===== config.mk =====
export PLATFORM = sky130hd
export DESIGN_NAME = arr_ctrl_flat
export DESIGN_NICKNAME = d
export VERILOG_FILES = /design/src/arr_pkg.sv /design/src/arr_link_if.sv /design/src/arr_ctrl.sv /design/src/flat_wrapper.sv
export SDC_FILE = /design/constraint.sdc
export NUM_CORES = 1
export LEC_CHECK = 0
export ABC_AREA = 1
export CORE_MARGIN = 1
export CORE_UTILIZATION = 50
export CTS_CLUSTER_DIAMETER = 30
export DETAILED_ROUTE_END_ITERATION = 10
export DONT_BUFFER_PORTS = 1
export PLACE_DENSITY = 0.73
export SYNTH_ARGS = -nofsm -noshare
export SYNTH_HDL_FRONTEND = slang
export SYNTH_SLANG_ARGS = --single-unit

===== constraint.sdc =====
create_clock -name CLK_I -period 1.5 [get_ports CLK_I]
set_input_delay 0.3 -clock CLK_I [delete_from_list [all_inputs] [get_ports CLK_I]]
set_output_delay 0.3 -clock CLK_I [all_outputs]
set_load 0.02 [all_outputs]

===== src/arr_pkg.sv =====
/*
 package of constants shared by both ends of the adjacent-row refresh link.
 assumes a 250 MHz command clock shared by controller and device.
*/
package arr_pkg;
    // ------------------------------------------------------------
    // command encoding on the link
    // ------------------------------------------------------------
    typedef enum logic [2:0] {
        CMD_NOP = 3'h0,
        CMD_ACT = 3'h1,
        CMD_PRE = 3'h2,
        CMD_PRECHARGE_ALL_BANKS = 3'h3,
        CMD_MRW = 3'h4,
        CMD_REF = 3'h5,
        CMD_SRE = 3'h6
    } arr_cmd_e;
    // ------------------------------------------------------------
    // row_hammer_control fields
    // ------------------------------------------------------------
    localparam int OP_EN = 7;
    localparam int OP_BANK_HI = 6;
    localparam int OP_BANK_LO = 4;
    localparam int OP_UNLIM = 3;
    localparam int OP_MAC_HI = 2;
    localparam logic [2:0] MAC_UNLIMITED = 3'h0;
    // ------------------------------------------------------------
    // timing, ns and derived cycles at 4 ns
    // ------------------------------------------------------------
    localparam int CLK_PERIOD_NS = 4;
    localparam int T_RAS_NS = 42;
    localparam int T_RP_NS = 18;
    localparam int T_MRD_NS = 14;
    localparam logic [7:0] C_RAS =
        8'((T_RAS_NS + CLK_PERIOD_NS - 1) / CLK_PERIOD_NS);
    localparam logic [7:0] C_RAS15 =
        8'((3 * T_RAS_NS + 2 * CLK_PERIOD_NS - 1) / (2 * CLK_PERIOD_NS));
    localparam logic [7:0] C_RP =
        8'((T_RP_NS + CLK_PERIOD_NS - 1) / CLK_PERIOD_NS);
    localparam logic [7:0] C_MRD =
        8'((T_MRD_NS + CLK_PERIOD_NS - 1) / CLK_PERIOD_NS);
    localparam logic [1:0] PASSES = 2'h3;
    // ------------------------------------------------------------
    // controller register map (byte addresses)
    // ------------------------------------------------------------
    localparam logic [3:0] A_CTRL = 4'h0;
    localparam logic [3:0] A_ROW = 4'h4;
    localparam logic [3:0] A_STAT = 4'h8;
    localparam int CT_START = 0;
    localparam int CT_ABORT = 1;
    localparam int CT_BANK_LO = 4;
    localparam int CT_CALIB = 8;
    localparam int ST_BUSY = 0;
    localparam int ST_DONE = 1;
    localparam int ST_REFUSED = 2;
    localparam int ST_MR_LO = 8;
endpackage : arr_pkg


===== src/arr_link_if.sv =====
/*
 command link between the memory controller and the device.
 assumes both ends clocked by the same command clock.
*/
`timescale 1ns/1ps
interface arr_link_if;
    arr_pkg::arr_cmd_e cmd;
    logic [2:0] ba;
    logic [13:0] row;
    logic [7:0] op;
    logic [7:0] rd_op;
    modport ctrl (output cmd, output ba, output row, output op,
        input rd_op);
    modport dev (input cmd, input ba, input row, input op,
        output rd_op);
endinterface : arr_link_if


===== src/arr_ctrl.sv =====
/*
 controller end: avalon-mm slave registers and the adjacent-row
 refresh command sequencer. assumes the device at the link.
*/
// Decided for this implementation: register access over Avalon-MM and the placing of the registers.
`timescale 1ns/1ps
module arr_ctrl (
    input wire logic CLK_I,
    input wire logic RST_B_I,
    input wire logic [3:0] AVS_ADDRESS_I,
    input wire logic AVS_READ_I,
    input wire logic AVS_WRITE_I,
    input wire logic [31:0] AVS_WRITEDATA_I,
    output logic [31:0] AVS_READDATA_O,
    output logic AVS_WAITREQUEST_O,
    arr_link_if.ctrl LINK
);
    typedef enum logic [2:0] {
        S_IDLE = 3'h0,
        S_MRW = 3'h1,
        S_ACT = 3'h2,
        S_PRE = 3'h3,
        S_CLR = 3'h4,
        S_RCV = 3'h5
    } arr_state_e;

    arr_state_e state, next_state;
    logic [7:0] timer, next_timer;
    logic [1:0] pass, next_pass;
    arr_pkg::arr_cmd_e cmd, next_cmd;
    logic [2:0] ba, next_ba;
    logic [13:0] row, next_row;
    logic [7:0] op, next_op;
    logic [2:0] bank_sel, next_bank_sel;
    logic calib, next_calib;
    logic start_req, next_start_req;
    logic abort_req, next_abort_req;
    logic done, next_done;
    logic refused, next_refused;
    logic ack, next_ack;
    logic wait_req, next_wait_req;
    logic [31:0] rdata, next_rdata;
    logic wr_ctrl;
    logic [7:0] en_op;

    // ------------------------------------------------------------
    // register bus
    // ------------------------------------------------------------
    always_comb begin
        next_ack = (AVS_READ_I || AVS_WRITE_I) && !ack;
        next_wait_req = !next_ack;
        // writes land on the edge that shows waitrequest low
        wr_ctrl = AVS_WRITE_I && ack && AVS_ADDRESS_I == arr_pkg::A_CTRL;
        next_bank_sel = bank_sel;
        next_calib = calib;
        next_row = row;
        next_rdata = rdata;
        if (wr_ctrl) begin
            next_bank_sel = AVS_WRITEDATA_I[arr_pkg::CT_BANK_LO +: 3];
            next_calib = AVS_WRITEDATA_I[arr_pkg::CT_CALIB];
        end
        if (AVS_WRITE_I && ack && AVS_ADDRESS_I == arr_pkg::A_ROW) begin
            next_row = AVS_WRITEDATA_I[13:0];
        end
        if (AVS_READ_I && !ack) begin
            unique case (AVS_ADDRESS_I)
                arr_pkg::A_CTRL: next_rdata = {23'h0, calib, 1'b0,
                    bank_sel, 2'h0, abort_req, start_req};
                arr_pkg::A_ROW: next_rdata = {18'h0, row};
                arr_pkg::A_STAT: next_rdata = {16'h0, LINK.rd_op,
                    1'b0, state, 1'b0, refused, done,
                    state != S_IDLE};
                default: next_rdata = 32'h0;
            endcase
        end
    end

    // ------------------------------------------------------------
    // sequencer; one command at most per cycle, nothing else issued
    // ------------------------------------------------------------
    always_comb begin
        next_state = state;
        next_timer = timer;
        next_pass = pass;
        next_cmd = arr_pkg::CMD_NOP;
        next_ba = ba;
        next_op = op;
        next_start_req = start_req;
        next_abort_req = abort_req;
        next_done = done;
        next_refused = refused;
        // other bits copied from the device's current value
        en_op = {1'b1, bank_sel, LINK.rd_op[3:0]};
        if (wr_ctrl) begin
            next_done = 1'b0;
            next_refused = 1'b0;
        end
        if (timer != 8'h0) begin
            next_timer = timer - 8'h1;
        end
        unique case (state)
            S_IDLE: begin
                if (abort_req) begin
                    next_abort_req = 1'b0;
                    next_cmd = arr_pkg::CMD_MRW;
                    next_op = {1'b0, op[6:0]};
                    next_timer = arr_pkg::C_MRD - 8'h1;
                    next_state = S_CLR;
                end else if (start_req) begin
                    next_start_req = 1'b0;
                    if (calib) begin
                        next_refused = 1'b1;
                    end else begin
                        // entered at the activate limit, from idle
                        // software keeps the per-victim activate budget
                        next_cmd = arr_pkg::CMD_MRW;
                        next_op = en_op;
                        next_ba = bank_sel;
                        next_pass = 2'h0;
                        next_timer = arr_pkg::C_MRD - 8'h1;
                        next_state = S_MRW;
                    end
                end
            end
            S_MRW, S_ACT, S_PRE: begin
                if (timer == 8'h0 && abort_req) begin
                    next_abort_req = 1'b0;
                    next_cmd = arr_pkg::CMD_MRW;
                    next_op = {1'b0, op[6:0]};
                    next_timer = arr_pkg::C_MRD - 8'h1;
                    next_state = S_CLR;
                end else if (timer == 8'h0 && state == S_ACT) begin
                    next_cmd = arr_pkg::CMD_PRE;
                    next_pass = pass + 2'h1;
                    if (pass == arr_pkg::PASSES - 2'h1) begin
                        next_timer = arr_pkg::C_RP + arr_pkg::C_MRD
                            - 8'h1;
                    end else begin
                        next_timer = arr_pkg::C_RP - 8'h1;
                    end
                    next_state = S_PRE;
                end else if (timer == 8'h0) begin
                    if (state == S_PRE && pass == arr_pkg::PASSES) begin
                        next_done = 1'b1;
                        next_state = S_IDLE;
                    end else begin
                        // spacing also keeps the activate window
                        next_cmd = arr_pkg::CMD_ACT;
                        if (pass == 2'h0) begin
                            next_timer = arr_pkg::C_RAS15 - 8'h1;
                        end else begin
                            next_timer = arr_pkg::C_RAS - 8'h1;
                        end
                        next_state = S_ACT;
                    end
                end
            end
            S_CLR, S_RCV: begin
                if (timer == 8'h0) begin
                    if (state == S_RCV && pass == arr_pkg::PASSES) begin
                        next_cmd = arr_pkg::CMD_MRW;
                        next_op = en_op;
                        next_pass = 2'h0;
                        next_timer = arr_pkg::C_MRD - 8'h1;
                        next_state = S_MRW;
                    end else begin
                        next_cmd = arr_pkg::CMD_PRE;
                        next_pass = (state == S_CLR) ? 2'h1 : pass + 2'h1;
                        next_timer = arr_pkg::C_RP - 8'h1;
                        next_state = S_RCV;
                    end
                end
            end
            default: begin
                next_state = S_IDLE;
            end
        endcase
        // a finish in the same cycle as a clearing write still shows
        if (state == S_PRE && timer == 8'h0 && pass == arr_pkg::PASSES
            && !abort_req) begin
            next_done = 1'b1;
        end
        // a new request wins over the one taken in the same cycle
        if (wr_ctrl && AVS_WRITEDATA_I[arr_pkg::CT_START]) begin
            next_start_req = 1'b1;
        end
        if (wr_ctrl && AVS_WRITEDATA_I[arr_pkg::CT_ABORT]) begin
            next_abort_req = 1'b1;
        end
    end

    // ------------------------------------------------------------
    // registers
    // ------------------------------------------------------------
    always_ff @(posedge CLK_I or negedge RST_B_I) begin
        if (!RST_B_I) begin
            state <= S_IDLE;
            timer <= 8'h0;
            pass <= 2'h0;
            cmd <= arr_pkg::CMD_NOP;
            ba <= 3'h0;
            row <= 14'h0;
            op <= 8'h0;
            bank_sel <= 3'h0;
            calib <= 1'b0;
            start_req <= 1'b0;
            abort_req <= 1'b0;
            done <= 1'b0;
            refused <= 1'b0;
            ack <= 1'b0;
            wait_req <= 1'b1;
            rdata <= 32'h0;
        end else begin
            state <= next_state;
            timer <= next_timer;
            pass <= next_pass;
            cmd <= next_cmd;
            ba <= next_ba;
            row <= next_row;
            op <= next_op;
            bank_sel <= next_bank_sel;
            calib <= next_calib;
            start_req <= next_start_req;
            abort_req <= next_abort_req;
            done <= next_done;
            refused <= next_refused;
            ack <= next_ack;
            wait_req <= next_wait_req;
            rdata <= next_rdata;
        end
    end

    assign AVS_WAITREQUEST_O = wait_req;
    assign AVS_READDATA_O = rdata;
    assign LINK.cmd = cmd;
    assign LINK.ba = ba;
    assign LINK.row = row;
    assign LINK.op = op;
endmodule : arr_ctrl


===== src/flat_wrapper.sv =====
// flat-port wrapper written by rule: the top's interface ports become plain ports
module arr_ctrl_flat 
  (CLK_I, RST_B_I, AVS_ADDRESS_I, AVS_READ_I, AVS_WRITE_I, AVS_WRITEDATA_I, AVS_READDATA_O, AVS_WAITREQUEST_O, LINK_cmd, LINK_ba, LINK_row, LINK_op, LINK_rd_op);
  arr_link_if LINK_i ();
  input wire logic CLK_I;
  input wire logic RST_B_I;
  input wire logic [3:0] AVS_ADDRESS_I;
  input wire logic AVS_READ_I;
  input wire logic AVS_WRITE_I;
  input wire logic [31:0] AVS_WRITEDATA_I;
  output logic [31:0] AVS_READDATA_O;
  output logic AVS_WAITREQUEST_O;
  output wire logic [$bits(LINK_i.cmd)-1:0] LINK_cmd;
  output wire logic [$bits(LINK_i.ba)-1:0] LINK_ba;
  output wire logic [$bits(LINK_i.row)-1:0] LINK_row;
  output wire logic [$bits(LINK_i.op)-1:0] LINK_op;
  input wire logic [$bits(LINK_i.rd_op)-1:0] LINK_rd_op;
  assign LINK_cmd = LINK_i.cmd;
  assign LINK_ba = LINK_i.ba;
  assign LINK_row = LINK_i.row;
  assign LINK_op = LINK_i.op;
  assign LINK_i.rd_op = LINK_rd_op;
  arr_ctrl u_core (.CLK_I(CLK_I), .RST_B_I(RST_B_I), .AVS_ADDRESS_I(AVS_ADDRESS_I), .AVS_READ_I(AVS_READ_I), .AVS_WRITE_I(AVS_WRITE_I), .AVS_WRITEDATA_I(AVS_WRITEDATA_I), .AVS_READDATA_O(AVS_READDATA_O), .AVS_WAITREQUEST_O(AVS_WAITREQUEST_O), .LINK(LINK_i));
endmodule

==> out/qor.yml <==
detailed_routing:
  wl_um: 7720
  viasPerCell: 5.23
  vias: 2820
  drc: 6
  first_pass_iters: 7
  drtAntennaViolNets: 0
  dr.first_iter.drc_count: 105
  routedWlPerCell_um: 14.3
final_layout:
  syn2layout_area_growth_pct: 19.1
  instances_no_fill: 539
  nets: 510
  num_antenna_cells: 0
  multi_input_area_um2: 1540
  drive_above_1_share_pct: 24.2
  finalInstanceArea_um2: 4040
  regArea_um2: 1680
  fillers: 572
  fin_util_pct: 62.6
yosys:
  synth_edf_count: 0
  synth.distinct_cells: 34
  synthFlopType: "dfrtp_1"
  synthCells: 417
  synth_seq_cells: 67
  ys_warn_count: 0
  ys_async_sr_fraction_pct: 100
  syn_area_per_cell_um2: 8.13
  syn_area_um2: 3390
  synth_seq_area_share_pct: 49.5
setup_path:
  crit_fanout: 8
  path_cells: "inv_2 > ha_4 > nand2_4 > nor2_4 > nor2_4 > inv_2 > o211ai_4 > buf_12 > nand2_4 > o21ai_2"
  slowest_delay_ns: 0.39
  crit_required_ns: 1.73
  crit_slowest_cell: "dfrtp_1"
  r2r_start: "u_core.timer[0]"
  critPathKind: "flip-flop to flip-flop"
  arrival_ns: 1.80
  crit_path_start_kind: "flip-flop"
  worstSetupStartpoint: "u_core.timer[0]"
  end_kind: "flip-flop"
timing:
  fin_crit_sh_pct: 105
  hold_viol_final: 67
  period_minus_slack_ns: 1.57
  finalSetupTns_ns: -0.468
  slew_viol_final: 0
  rsz0062_at_grt: "yes"
  whs_ns: -0.351
  fin_skew_ns: 0.0131
  finalSetupViolCount: 11
  fin_ws_ns: -0.0705
  fmax_ghz: 0.637
grt:
  use_met2_pct: 39.0
  antenna_found_initial: 0
  grt-ovfl-total: 0
  grt_first_pass_wirelength_um: 13100
  grt_usage_pct: 23.7
  grt_pass1_vias: 2816
  grt_most_used_layer: "met2"
  grt_max_degree: 68
  grt_use_met3_pct: 6.88
  grtUsageMet1_pct: 28.3
clock_network:
  clock-sinks: 67
  cts.htree.levels: 3
  numCtsBuffers: 9
  cts_tree: "built"
  clk_pin_slew_ns: 0.08
  clk_latency_ns: 0.35
  clockBufferDepth: 2
  root_buffer: "clkbuf_8"
power_and_ir_drop:
  peakVddDrop_mv: 0.990
  powerDensity_nw_per_um2: 1690
  power_mw: 6.83
  p_leak_nw: 2.07
flow_run:
  drv_cap: 0
place:
  placed_area_um2: 3600
  place.port_buffers: 0
  hpwl_um: 5550
  finalWeightedCongestion: 0.850
  preCtsSetupSlack_ns: -0.0736
  place_inst: 512
die:
  die_x_um: 84.4
  die_y_um: 84.4
  ios: 109
  die_area_um2: 7120
  rows: 29
  initial_core_util_pct: 52.5
  coreArea_um2: 6460
outcome:
  failed_checks: "design-rule violations, negative hold slack, negative setup slack"
  outcome: "finished with violations"
worst_hold_path:
  hold_path_class: "input pin to async pin"
synth_stat cells, types with 4 or more instances:
| library cell | number | area, um2 |
|---|---|---|
| dfrtp_1 | 66 | 1650 |
| inv_2 | 7 | 26.3 |
| nor3_1 | 4 | 20.0 |
| nand3_1 | 13 | 65.1 |
| o21ai_2 | 8 | 70.1 |
| o21ai_0 | 39 | 195 |
| nor2_1 | 39 | 146 |
| nand2_1 | 117 | 439 |
| a21oi_1 | 13 | 65.1 |
| inv_1 | 47 | 176 |
| nand4_1 | 4 | 25.0 |
| ha_1 | 5 | 62.6 |
| buf_4 | 16 | 120 |
layout make-up:
cell class / instances / area share, %
Inverter: 55 / 5.11
Timing Repair Buffer: 38 / 8.54
Clock inverter: 7 / 1.27
Tap cell: 77 / 2.38
Multi-Input combinational cell: 286 / 38.1
Sequential cell: 67 / 41.5
Clock buffer: 9 / 3.07
flip-flops by register name (all words and copies together), names as in the netlist:
register	cells
u_core.refused	1
u_core.AVS_WAITREQUEST_O	1
u_core.AVS_READDATA_O	16
u_core.LINK.cmd	3
u_core.start_req	1
u_core.ack	1
u_core.LINK.ba	3
u_core.pass	2
u_core.LINK.op	8
u_core.state	3
u_core.calib	1
u_core.abort_req	1
u_core.done	1
u_core.bank_sel	3
u_core.LINK.row	14
u_core.timer	8
path summary, 6_finish.rpt:
path	end	slack [ns]	cells past startpoint
setup / recovery	u_core.LINK.op[3]	-0.07	10
hold / removal	u_core.LINK.row[7]	-0.35	0
setup reg to reg	u_core.LINK.op[3]	-0.07	10
hold reg to reg	u_core.done	0.54	2
max in group asynchronous	u_core.AVS_WAITREQUEST_O	1.65	0
min in group CLK_I	u_core.calib	0.07	2
worst max-delay path: cells and delay by family, from the launching register on:
family | cells | cell delay, ns
flops | 1 | 0.39
simple gates | 4 | 0.39
buf+inv | 3 | 0.37
compound gates | 2 | 0.19
fa+ha+maj | 1 | 0.13
kinds of logic (layout without fill, tap and decap cells):
family | after synthesis | count (layout) | synth area share [%]
xor+xnor | 5 | 5 | 1.29
other cells | 1 | 16 | 0.111
buf+inv | 79 | 109 | 11.1
simple gates | 188 | 188 | 23.5
flops | 67 | 67 | 49.5
fa+ha+maj | 5 | 5 | 1.84
compound gates | 72 | 72 | 12.7
placed cells by master (no fill, tap or decap), types with 5 or more instances in the layout:
| master | instances |
|---|---|
| nand2_2 | 5 |
| dfrtp_1 | 66 |
| o21ai_2 | 9 |
| clkbuf_8 | 9 |
| o21ai_0 | 33 |
| nor2_1 | 30 |
| o21ai_1 | 5 |
| inv_2 | 10 |
| nand2_1 | 105 |
| inv_1 | 44 |
| nor2_2 | 8 |
| buf_4 | 31 |
| conb_1 | 16 |
| nand3_1 | 11 |
| nand2_4 | 7 |
| a21oi_1 | 13 |
| nand3_2 | 5 |
timing repair:
item	4_1_cts	5_1_grt
gates resized for setup	27	25
setup endpoints to repair	15	28
pin swaps	9	5
buffers inserted	7	4
hold endpoints to repair	67	67
cloned	1	0
power by group:
| group | total [mW] | internal (mW) | switching, mW |
|---|---|---|---|
| registers | 2.98 | 2.28 | 0.696 |
| logic | 2.51 | 1.11 | 1.41 |
| clock network | 1.34 | 0.606 | 0.729 |
| total | 6.83 | 3.99 | 2.83 |
layer usage:
metal	wire [um]	vias up	part of all wire (%)
met1	3200	1331	41
met4	325	0	4.2
met5	0	-	0
li1	-	1375	-
met2	3680	90	48
met3	516	24	6.7
Note: power is estimated with default switching activity, not from simulation.
